$ cat src/hdl/cdc_stage_pkg.sv
// Shared constants and types for the converter stage control block.
// Assumes a 16-bit word register port and a single 125 MHz clock.
package cdc_stage_pkg;
    localparam int NUM_STAGES = 8;
    localparam int NUM_INPUTS = 8;

    // Register map (word addresses)
    localparam logic [9:0] PWR_CTRL_ADDR    = 10'h000;
    localparam logic [9:0] STATUS_ADDR      = 10'h001;
    localparam logic [9:0] RAW_RESULT_BASE  = 10'h00B;
    localparam logic [9:0] STAGE_CFG_BASE   = 10'h080;
    localparam logic [9:0] STAGE_CFG_END    = 10'h0C0;
    localparam logic [9:0] PROC_RESULT_BASE = 10'h0E0;
    localparam logic [9:0] RESULT_SPAN      = 10'h008;

    // Words inside one stage configuration block (stride of eight)
    localparam logic [2:0] CFG_ROUTE  = 3'h0;
    localparam logic [2:0] CFG_PATH   = 3'h1;
    localparam logic [2:0] CFG_OFFSET = 3'h2;
    localparam logic [2:0] CFG_SENS   = 3'h3;
    localparam logic [2:0] CFG_LIMIT  = 3'h4;

    // Power control field positions
    localparam int MODE_LSB     = 0;
    localparam int LP_DELAY_LSB = 2;
    localparam int SEQ_LEN_LSB  = 4;
    localparam int DECIM_LSB    = 8;

    // Reset values
    localparam logic [15:0] PWR_CTRL_RESET = 16'h0000;
    localparam logic [15:0] ROUTE_RESET    = 16'hFFFF;
    localparam logic [1:0]  PATH_RESET     = 2'h3;
    localparam logic [15:0] CFG_RESET      = 16'h0000;

    // Power modes
    localparam logic [1:0] MODE_FULL = 2'h0;
    localparam logic [1:0] MODE_LOW  = 2'h2;

    // Input routing codes
    localparam logic [1:0] ROUTE_FLOAT = 2'h0;
    localparam logic [1:0] ROUTE_NEG   = 2'h1;
    localparam logic [1:0] ROUTE_POS   = 2'h2;
    localparam logic [1:0] ROUTE_BIAS  = 2'h3;

    // Path matching codes
    localparam logic [1:0] PATH_INVALID = 2'h0;
    localparam logic [1:0] PATH_SE_POS  = 2'h1;
    localparam logic [1:0] PATH_SE_NEG  = 2'h2;
    localparam logic [1:0] PATH_DIFF    = 2'h3;

    // Decimation and averaging
    localparam logic [9:0] DECIM_256        = 10'h100;
    localparam logic [9:0] DECIM_128        = 10'h080;
    localparam logic [9:0] DECIM_64         = 10'h040;
    localparam int         SAMPLES_PER_DEC  = 3;

    // Timing
    localparam int          CLK_FREQ_HZ      = 125_000_000;
    localparam int          MS_PER_SEC       = 1000;
    localparam int          MS_CYCLES        = CLK_FREQ_HZ / MS_PER_SEC;
    localparam logic [9:0]  LP_DELAY_STEP_MS = 10'd200;

    typedef enum logic [2:0] {
        ST_IDLE    = 3'b001,
        ST_CONVERT = 3'b010,
        ST_WAKE    = 3'b100
    } seq_state_type;
endpackage

$ cat src/hdl/cdc_stage_input_config.sv
// Stage sequencer, per-stage input routing and result registers for the
// capacitance converter. Assumes the serial interface supplies a word
// register port and the analog converter answers each start with done.
`timescale 1ns/1ns
`default_nettype none
module cdc_stage_input_config #(
    parameter int unsigned MS_TICK_CYCLES = cdc_stage_pkg::MS_CYCLES
) (
    // Clock and reset
    input  wire logic        clk,
    input  wire logic        reset,
    // Register port from the serial interface
    input  wire logic [9:0]  regAddr,
    input  wire logic        regWrEn,
    input  wire logic [15:0] regWrData,
    input  wire logic        regRdEn,
    output logic [15:0]      regRdData,
    output logic             regRdValid,
    // Converter control
    output logic             convStart,
    output logic [2:0]       convStage,
    output logic [9:0]       convSamples,
    input  wire logic        convDone,
    input  wire logic [15:0] convData,
    // Switch matrix for the active stage
    output logic [7:0]       inputPosEn,
    output logic [7:0]       inputNegEn,
    output logic [7:0]       inputBiasEn,
    output logic [1:0]       stagePathMatch,
    output logic [15:0]      stageOffset,
    // Status
    output logic             seqBusy,
    output logic             pathMatchError
);
    import cdc_stage_pkg::*;

    typedef struct packed {
        logic [15:0]       pwrCtrl;
        logic [7:0][15:0]  rawResult;
        logic [7:0][15:0]  procResult;
        logic [7:0][15:0]  inputRoute;
        logic [7:0][1:0]   pathMatch;
        logic [7:0][15:0]  offset;
        logic [7:0][15:0]  sens;
        logic [7:0][15:0]  limit;
        seq_state_type     state;
        logic [2:0]        stage;
        logic [31:0]       msCnt;
        logic [9:0]        delayMs;
        logic              start;
        logic              badPath;
        logic [15:0]       rdData;
        logic              rdValid;
    } regs_type;

    regs_type    r_r;
    regs_type    r_nxt;
    logic [1:0]  mode;
    logic [3:0]  seqLenField;
    logic [2:0]  lastStage;
    logic [9:0]  decim;
    logic [9:0]  wakeMs;
    logic [2:0]  wordSel;
    logic [2:0]  cfgStage;
    logic [9:0]  rawIdx;
    logic [9:0]  procIdx;

    // Control field views
    assign mode        = r_r.pwrCtrl[MODE_LSB +: 2];
    assign seqLenField = r_r.pwrCtrl[SEQ_LEN_LSB +: 4];
    assign lastStage   = (seqLenField > 4'h7) ? 3'h7 : seqLenField[2:0];
    assign wordSel     = regAddr[2:0];
    assign cfgStage    = regAddr[5:3];
    assign rawIdx      = regAddr - RAW_RESULT_BASE;
    assign procIdx     = regAddr - PROC_RESULT_BASE;

    // Decimation and wake delay decode
    always_comb begin
        case (r_r.pwrCtrl[DECIM_LSB +: 2])
            2'h0:    decim = DECIM_256;
            2'h1:    decim = DECIM_128;
            default: decim = DECIM_64;
        endcase
        // 200 ms per step, code 0 is one step
        wakeMs = 10'(LP_DELAY_STEP_MS
                 * ({8'h00, r_r.pwrCtrl[LP_DELAY_LSB +: 2]} + 10'd1));
    end

    // Next-state logic: registers, sequencer, read data
    always_comb begin
        r_nxt         = r_r;
        r_nxt.start   = 1'b0;
        r_nxt.rdValid = regRdEn;

        // Register writes; result banks are read only
        if (regWrEn) begin
            if (regAddr == PWR_CTRL_ADDR) begin
                r_nxt.pwrCtrl = regWrData;
            end else if (regAddr >= STAGE_CFG_BASE
                         && regAddr < STAGE_CFG_END) begin
                if (wordSel == CFG_ROUTE) begin
                    r_nxt.inputRoute[cfgStage] = regWrData;
                end else if (wordSel == CFG_PATH) begin
                    r_nxt.pathMatch[cfgStage] = regWrData[1:0];
                end else if (wordSel == CFG_OFFSET) begin
                    r_nxt.offset[cfgStage] = regWrData;
                end else if (wordSel == CFG_SENS) begin
                    r_nxt.sens[cfgStage] = regWrData;
                end else if (wordSel == CFG_LIMIT) begin
                    r_nxt.limit[cfgStage] = regWrData;
                end
            end
        end

        // Register reads, unmapped addresses return zero
        r_nxt.rdData = 16'h0000;
        if (regAddr == PWR_CTRL_ADDR) begin
            r_nxt.rdData = r_r.pwrCtrl;
        end else if (regAddr == STATUS_ADDR) begin
            r_nxt.rdData = {11'h000, r_r.badPath, ~r_r.state[0],
                            r_r.stage};
        end else if (regAddr >= RAW_RESULT_BASE
                     && regAddr < RAW_RESULT_BASE + RESULT_SPAN) begin
            r_nxt.rdData = r_r.rawResult[rawIdx[2:0]];
        end else if (regAddr >= PROC_RESULT_BASE
                     && regAddr < PROC_RESULT_BASE + RESULT_SPAN) begin
            r_nxt.rdData = r_r.procResult[procIdx[2:0]];
        end else if (regAddr >= STAGE_CFG_BASE
                     && regAddr < STAGE_CFG_END) begin
            if (wordSel == CFG_ROUTE) begin
                r_nxt.rdData = r_r.inputRoute[cfgStage];
            end else if (wordSel == CFG_PATH) begin
                r_nxt.rdData = {14'h0000, r_r.pathMatch[cfgStage]};
            end else if (wordSel == CFG_OFFSET) begin
                r_nxt.rdData = r_r.offset[cfgStage];
            end else if (wordSel == CFG_SENS) begin
                r_nxt.rdData = r_r.sens[cfgStage];
            end else if (wordSel == CFG_LIMIT) begin
                r_nxt.rdData = r_r.limit[cfgStage];
            end
        end

        // Conversion sequencer
        case (r_r.state)
            ST_IDLE: begin
                if (mode == MODE_FULL || mode == MODE_LOW) begin
                    r_nxt.stage = 3'h0;
                    r_nxt.start = 1'b1;
                    r_nxt.state = ST_CONVERT;
                end
            end
            ST_CONVERT: begin
                if (convDone) begin
                    r_nxt.rawResult[r_r.stage] = convData;
                    // Flag the reserved path code once its stage's conversion is done, held until the next done
                    r_nxt.badPath = (r_r.pathMatch[r_r.stage]
                                     == PATH_INVALID);
                    if (r_r.stage >= lastStage) begin
                        // Snapshot a coherent set for the host
                        r_nxt.procResult = r_r.rawResult;
                        r_nxt.procResult[r_r.stage] = convData;
                        r_nxt.stage = 3'h0;
                        if (mode == MODE_FULL) begin
                            r_nxt.start = 1'b1;
                        end else if (mode == MODE_LOW) begin
                            r_nxt.msCnt   = 32'h0;
                            r_nxt.delayMs = 10'h000;
                            r_nxt.state   = ST_WAKE;
                        end else begin
                            r_nxt.state = ST_IDLE;
                        end
                    end else begin
                        r_nxt.stage = r_r.stage + 3'h1;
                        r_nxt.start = 1'b1;
                    end
                end
            end
            ST_WAKE: begin
                if (mode != MODE_LOW) begin
                    r_nxt.state = ST_IDLE;
                end else if (r_r.msCnt == 32'(MS_TICK_CYCLES - 1)) begin
                    r_nxt.msCnt = 32'h0;
                    if (r_r.delayMs + 10'd1 >= wakeMs) begin
                        r_nxt.start = 1'b1;
                        r_nxt.state = ST_CONVERT;
                    end else begin
                        r_nxt.delayMs = r_r.delayMs + 10'd1;
                    end
                end else begin
                    r_nxt.msCnt = r_r.msCnt + 32'h1;
                end
            end
            default: begin
                r_nxt.state = ST_IDLE;
            end
        endcase
    end

    // State register
    always_ff @(posedge clk) begin
        if (reset) begin
            r_r            <= '0;
            r_r.pwrCtrl    <= PWR_CTRL_RESET;
            r_r.inputRoute <= {NUM_STAGES{ROUTE_RESET}};
            r_r.pathMatch  <= {NUM_STAGES{PATH_RESET}};
            r_r.offset     <= {NUM_STAGES{CFG_RESET}};
            r_r.sens       <= {NUM_STAGES{CFG_RESET}};
            r_r.limit      <= {NUM_STAGES{CFG_RESET}};
            r_r.state      <= ST_IDLE;
        end else begin
            r_r <= r_nxt;
        end
    end

    // Switch matrix for the stage being converted
    stage_route_decode i_stage_route_decode (
        .routeWord (r_r.inputRoute[r_r.stage]),
        .posEn     (inputPosEn),
        .negEn     (inputNegEn),
        .biasEn    (inputBiasEn)
    );

    // Outputs
    assign stagePathMatch = r_r.pathMatch[r_r.stage];
    assign stageOffset    = r_r.offset[r_r.stage];
    assign convSamples    = 10'(SAMPLES_PER_DEC) * decim;
    assign convStart      = r_r.start;
    assign convStage      = r_r.stage;
    assign regRdData      = r_r.rdData;
    assign regRdValid     = r_r.rdValid;
    assign seqBusy        = r_r.state[1];
    assign pathMatchError = r_r.badPath;
endmodule
`default_nettype wire

$ cat src/hdl/stage_route_decode.sv
// Decodes one stage's 2-bit per-input routing codes into switch enables.
// Assumes the route word packs input n at bits [2n+1:2n].
`timescale 1ns/1ns
`default_nettype none
module stage_route_decode (
    // Packed routing codes
    input  wire logic [15:0] routeWord,
    // Switch matrix enables
    output logic [7:0]       posEn,
    output logic [7:0]       negEn,
    output logic [7:0]       biasEn
);
    import cdc_stage_pkg::*;

    // One decoder slice per sense input; code 00 leaves it floating
    genvar i;
    generate
        for (i = 0; i < NUM_INPUTS; i++) begin : g_in
            assign posEn[i]  = (routeWord[2*i+1:2*i] == ROUTE_POS);
            assign negEn[i]  = (routeWord[2*i+1:2*i] == ROUTE_NEG);
            assign biasEn[i] = (routeWord[2*i+1:2*i] == ROUTE_BIAS);
        end
    endgenerate
endmodule
`default_nettype wire

$ cat config.mk
export PLATFORM = sky130hd
export DESIGN_NAME = cdc_stage_input_config
export DESIGN_NICKNAME = d
export VERILOG_FILES = /design/src/hdl/cdc_stage_pkg.sv /design/src/hdl/cdc_stage_input_config.sv /design/src/hdl/stage_route_decode.sv
export SDC_FILE = /design/constraint.sdc
export NUM_CORES = 2
export LEC_CHECK = 0
export ABC_AREA = 1
export BUFFER_PORTS_ARGS = -buffer_cell sky130_fd_sc_hd__clkbuf_2
export CORE_MARGIN = 2
export CORE_UTILIZATION = 45
export DETAILED_ROUTE_END_ITERATION = 7
export GPL_TIMING_DRIVEN = 0
export REMOVE_ABC_BUFFERS = 1
export SLEW_MARGIN = 5
export SYNTH_ARGS = -nofsm -noshare
export SYNTH_HDL_FRONTEND = slang
export SYNTH_SLANG_ARGS = --single-unit
$ cat constraint.sdc
create_clock -name clk -period 3.5 [get_ports clk]
set_input_delay 0.525 -clock clk [delete_from_list [all_inputs] [get_ports clk]]
set_output_delay 0.525 -clock clk [all_outputs]
set_load 0.1 [all_outputs]
* Word level (Yosys, flattened, before mapping)
Cells that the tools add are included.
** Operators by class
- Add/subtract/negate cells :: 6
- Bitwise operators :: 6
- Muxes and demuxes :: 68
- Eq/ne operators :: 46
- Reduce and logical (&&, ||, !) cells :: 25
- Multipliers :: 2
- Magnitude comparators :: 15
** Operators by type and width (count)
- $bwmux W128 :: 5
- $bmux W16 S3 :: 8
- $mux W16 :: 20
- $mux W42 :: 3
- $demux W16 S3 :: 2
- $pmux W42 S2 :: 1
- $mux W50 :: 1
- $mux W43 :: 1
- $eq A2 B2 Y1 const B :: 17
- $add A32 B1 Y32 const B :: 1
- $eq A32 B17 Y1 const B :: 1
- $mux W32 :: 1
- $mux W3 :: 8
- $ge A10 B8 Y1 const B :: 2
- $lt A10 B8 Y1 const B :: 2
- $eq A2 B1 Y1 const B :: 9
- $ne A2 B2 Y1 const B :: 9
- $pmux W9 S2 :: 1
- $reduce_and A6 Y1 :: 3
- $bwmux W16 :: 1
- $lt A3 B4 Y1 const B :: 4
- $reduce_and A8 Y1 :: 2
- $bmux W2 S3 :: 2
- $mux W11 :: 1
- other kinds (38) :: 63
** Storage, ports and cells
- Flip-flop bits (word level) :: 867
- Output and inout bits :: 75
- Logic and storage cells :: 233
- Input port bits :: 47

* Depth between registers and ports, before layout
- Depth in word-level cells :: 12
- Mapped depth :: 19
- Mapped depth without buffers :: 17

* Modules after synthesis
From an unflattened synthesis, not the netlist that was laid out.
** Unflattened totals
- Cells, all modules :: 5829
- Area, all modules :: 41539.8 um2
** By module, submodules not included
- cdc_stage_input_config :: cells each 5781, area each 41359.7 um2, times used 1, seq. area each 17356.6 um2
- stage_route_decode :: cells each 48, area each 180.2 um2, times used 1, seq. area each 0.0 um2

* Least setup slack after synthesis
No wires, ideal clock.
- Path kind :: register -> output
- From :: register r_r (netlist bit convStage[0])
- To :: output inputPosEn[2]
- Path slack :: -0.220 ns
- Stages on the path, launching flop included :: 9
- Data arrival time :: 3.195 ns
- Buffers on the path :: 2
- Data required time :: 2.975 ns
- Cells stage by stage :: dfxtp_1 > clkbuf_1 > clkinv_1 > nand2_1 > clkinv_1 > clkbuf_1 > a221oi_1 > nand4_1 > a21oi_1
** On the way
- Cells in the longest elaborated chain, start to end :: 3
** Ends and longest elaborated chain
- start: declaration :: RTL line cdc_stage_input_config.sv:56 : regs_type r_r;
- start signal: assignment :: RTL line cdc_stage_input_config.sv:211 : r_r <= r_nxt;
- $bmux W16 S3 :: RTL line cdc_stage_input_config.sv:217 : .routeWord (r_r.inputRoute[r_r.stage]),
- $mux W16 (not written as such) :: RTL line cdc_stage_input_config.sv:217
- $eq A2 B2 Y1 :: RTL line stage_route_decode.sv:19 : assign posEn[i] = (routeWord[2*i+1:2*i] == ROUTE_POS);
- end: declaration :: RTL line cdc_stage_input_config.sv:26 : output logic [7:0] inputPosEn,
No other way between the ends. The select of a mux whose other input is x is not followed.

* Worst setup path after layout
- From :: register r_r (netlist bit convStage[1])
- To :: output inputPosEn[3]
Same word-level chain as after synthesis.

==> out/qor.txt <==
switch share = 26.4%
Layout Nets = 5706
Worst setup SP type = flop
Chip Height = 306 µm
CP bufs+invs = 6
clock root buffer = clkbuf_16
final setup margin = -8.95 ps
Tmin final = 3510 ps
f_max = 285 MHz
Slew Viols, Final = 0
layout filler cell count = 8681
met2 global-route usage = 49.0%
setup slack after placement = -2700 ps
vias = 42000
first-pass GRT wire length = 240000 µm
largest net degree at the start of global routing = 138
mean post-synth cell area = 7.13 µm²
Post-synth top flop = dfxtp_1
Pwr Total = 22300 µW
Arr. time, crit path = 2980 ps
Die Span X = 306 µm
WS Path Type = flop to primary output
Hold Crit Start = regRdEn
cell count after synthesis = 5753
CTS tree = built
area of the multi-input gates = 20600 µm²
Die Area = 93600 µm²
Area contributors post-synth = dfxtp_1 42%, a21oi_1 9.9%, nand2_1 9.2%
sequential power share = 45.7%
worst min path class = input port to flop
Gate power share = 9.2%
GR Util All Layers = 33.1%
port bufs = 115
Initial DRT Pass Iterations = 6
Peak supply drop = 0.379 mV
Detailed Route WL = 163000 µm
post-synth top area cell = dfxtp_1
top cell type's share of synthesized area = 42.3%
period utilization = 100%
share of the yosys chip area belonging to registers = 42.3%
RSZ-0062 raised after global routing = yes
Placed Cells incl. Taps = 6589
vias in the first global route = 37800
top cells by count, synth = 1005 x nand2_1, 867 x dfxtp_1, 815 x a21oi_1, 746 x o21ai_0, 469 x inv_1
Seq. cell area = 17400 µm²
synth warn = 0
failing checks = setup timing
status = finished, violations left
Psw = 5890 µW
cts hold-fix bufs = 0
Clk Latency, worst-skew pair = 670 ps
I/O pin total = 122
CP required = 2970 ps
Max Cap Viol = 0
non-filler cells, final = 6885
DRC = 0
leakage power = 0.0190 µW
Synth Cell Area = 41000 µm²
HPWL Detailed = 90400 µm
Seq cells post-synth = 867
Crit path max-delay family = buffers and inverters
Overflow after GRT = 0
GRT busiest layer = met2
CP Max Fanout = 11
Initial Util = 45.5%
CTS H-tree lvls = 3
share of cells above drive strength 1 = 10.5%
CTS max path bufs = 3
most frequent cell after synthesis = nand2_1
floorplan row count = 110
Sink Count = 867
Layout area overhead = 16.9%
slowest CP cell = dfxtp_4
relative slew slack = 12.7%
Post-DRT Antenna Nets = 0
final hold vios = 0
cell chain of the critical path = buf_4 -> nand3_4 -> buf_16 -> inv_4 -> buf_12 -> a221oi_4 -> nand4_1 -> buf_4 -> a21oi_4 -> clkbuf_16
CP most frequent cell = buf_4
Post-Route Skew = 20.5 ps
CP endpoint kind = primary output
CP max stage delay = 390 ps
Final Core Density = 53.2%
setup violators final = 1
Worst Setup SP = convStage[1]$_SDFFE_PP0P_
grt met3 use = 6.77%
initial DRC count = 5575
core area = 90100 µm²
GPL Wtd Cong = 0.865
Via density = 6.10
pwr/cell area = 466 nW/µm²
share of flip-flops with an asynchronous set or reset = 0%
Clock power frac = 45.0%
TritonCTS Buffers = 97
Crit Reg-Reg Startpoint = r_r[64]$_SDFFE_PP1P_
EDFF count, synth = 0
initial antenna violation count = 6
Int Pwr = 16400 µW
routed wire length per instance = 23.6 µm
Distinct cells, synth = 48
clock-pin slew on the worst setup and hold paths = 60 ps
grt met1 use = 47.1%
worst-margin pin slew = 1300 ps
power groups by stage:
stage               Clock, µW  Combinational [µW]  Sequential [µW]
floorplan                   0                1080            10500
global placement            0                1920            10400
detailed placement          0                1930            10400
CTS                     10100                1990            10200
global route            10500                2200            10200
finish                  10100                2060            10200
sequential cells by signal, indices dropped and copies added (netlist names):
signal and flops:
convStart 1, regRdData 16, regRdValid 1, pathMatchError 1
convStage 3, r_r 842, seqBusy 1, mode 2
routing by layer:
layer	wire, µm	vias up
li1	-	19500
met1	69000	19900
met2	69100	2246
met3	18200	354
met4	6330	8
met5	56	-
cell type report:
type                    instances  area share [%]
diodes                          4          0.0209
clock buffers                 151            6.12
clock inverters                17           0.256
inverters                     490            4.19
multi-input cells            3893            42.9
flip-flops and latches        867            36.2
well taps                    1176            3.07
repair buffers                277            6.99
repair inverters               10           0.164
worst register-to-register path: cells and delay by family, from the launching register on:
kind                   cells  cell delay (ps)
and+or+nand+nor            3             1330
AOI/OAI and AO/OA          1              510
buffers and inverters      4              900
DFF                        1              420
logic make-up after synthesis:
group                      count (synthesis)  synth area share, %
other                                      1              0.00914
and+or+nand+nor                         1698                 17.1
buffers and inverters                   1008                 9.72
DFF                                      867                 42.3
adders and majority gates                 23                0.702
AOI/OAI and AO/OA                       2137                 29.8
xor gates and xnor gates                  19                0.406
placed cells by master, fill, tap and decap left out, types with 15 or more instances in the layout:
master / n
dfxtp_1: 864
nor2_2: 15
xor2_1: 18
o211ai_1: 156
a22oi_1: 30
buf_12: 26
o22ai_1: 89
o21ai_0: 730
clkinvlp_4: 20
nand4_1: 53
buf_4: 87
clkbuf_2: 69
nand3_1: 190
o221ai_1: 15
a221oi_1: 84
nor2_4: 28
ha_1: 21
nor2_1: 339
clkbuf_16: 110
buf_16: 28
nand2_1: 978
clkbuf_8: 39
clkbuf_1: 28
o21ai_1: 21
nor3_1: 35
a21oi_1: 808
inv_1: 451
a211oi_1: 133
what timing repair did:
| action | CTS | global route |
|---|---|---|
| gates resized for setup | 199 | 76 |
| cloned | 22 | 9 |
| setup buffers | 56 | 37 |
| pin swaps | 18 | 18 |
| setup endpoints to repair | 622 | 261 |
metrics by stage:
| step | setup TNS, ps | hold WS, ps | instance area [µm²] |
|---|---|---|---|
| 5_1_grt | -52.2 | 54.5 | 47900 |
| 6_report | -8.95 | 60.1 | 47900 |
| 3_5_place_dp | -1008940 | 443 | 42400 |
| 4_1_cts | -19.7 | 33.9 | 47300 |
| 2_1_floorplan | -4519280 | 431 | 38900 |
| 3_3_place_gp | - | 439 | 40900 |
worst paths after layout:
check	end	slack, ps	depth (start not counted)
hold / removal	regRdValid$_SDFF_PP0_	60	3
setup / recovery	inputPosEn[3]	-9	10
hold reg to reg	r_r[211]$_SDFFE_PP0P_	450	2
setup reg to reg	r_r[692]$_SDFFE_PP0P_	210	8
No activity file was read; power rests on OpenSTA's default activity.
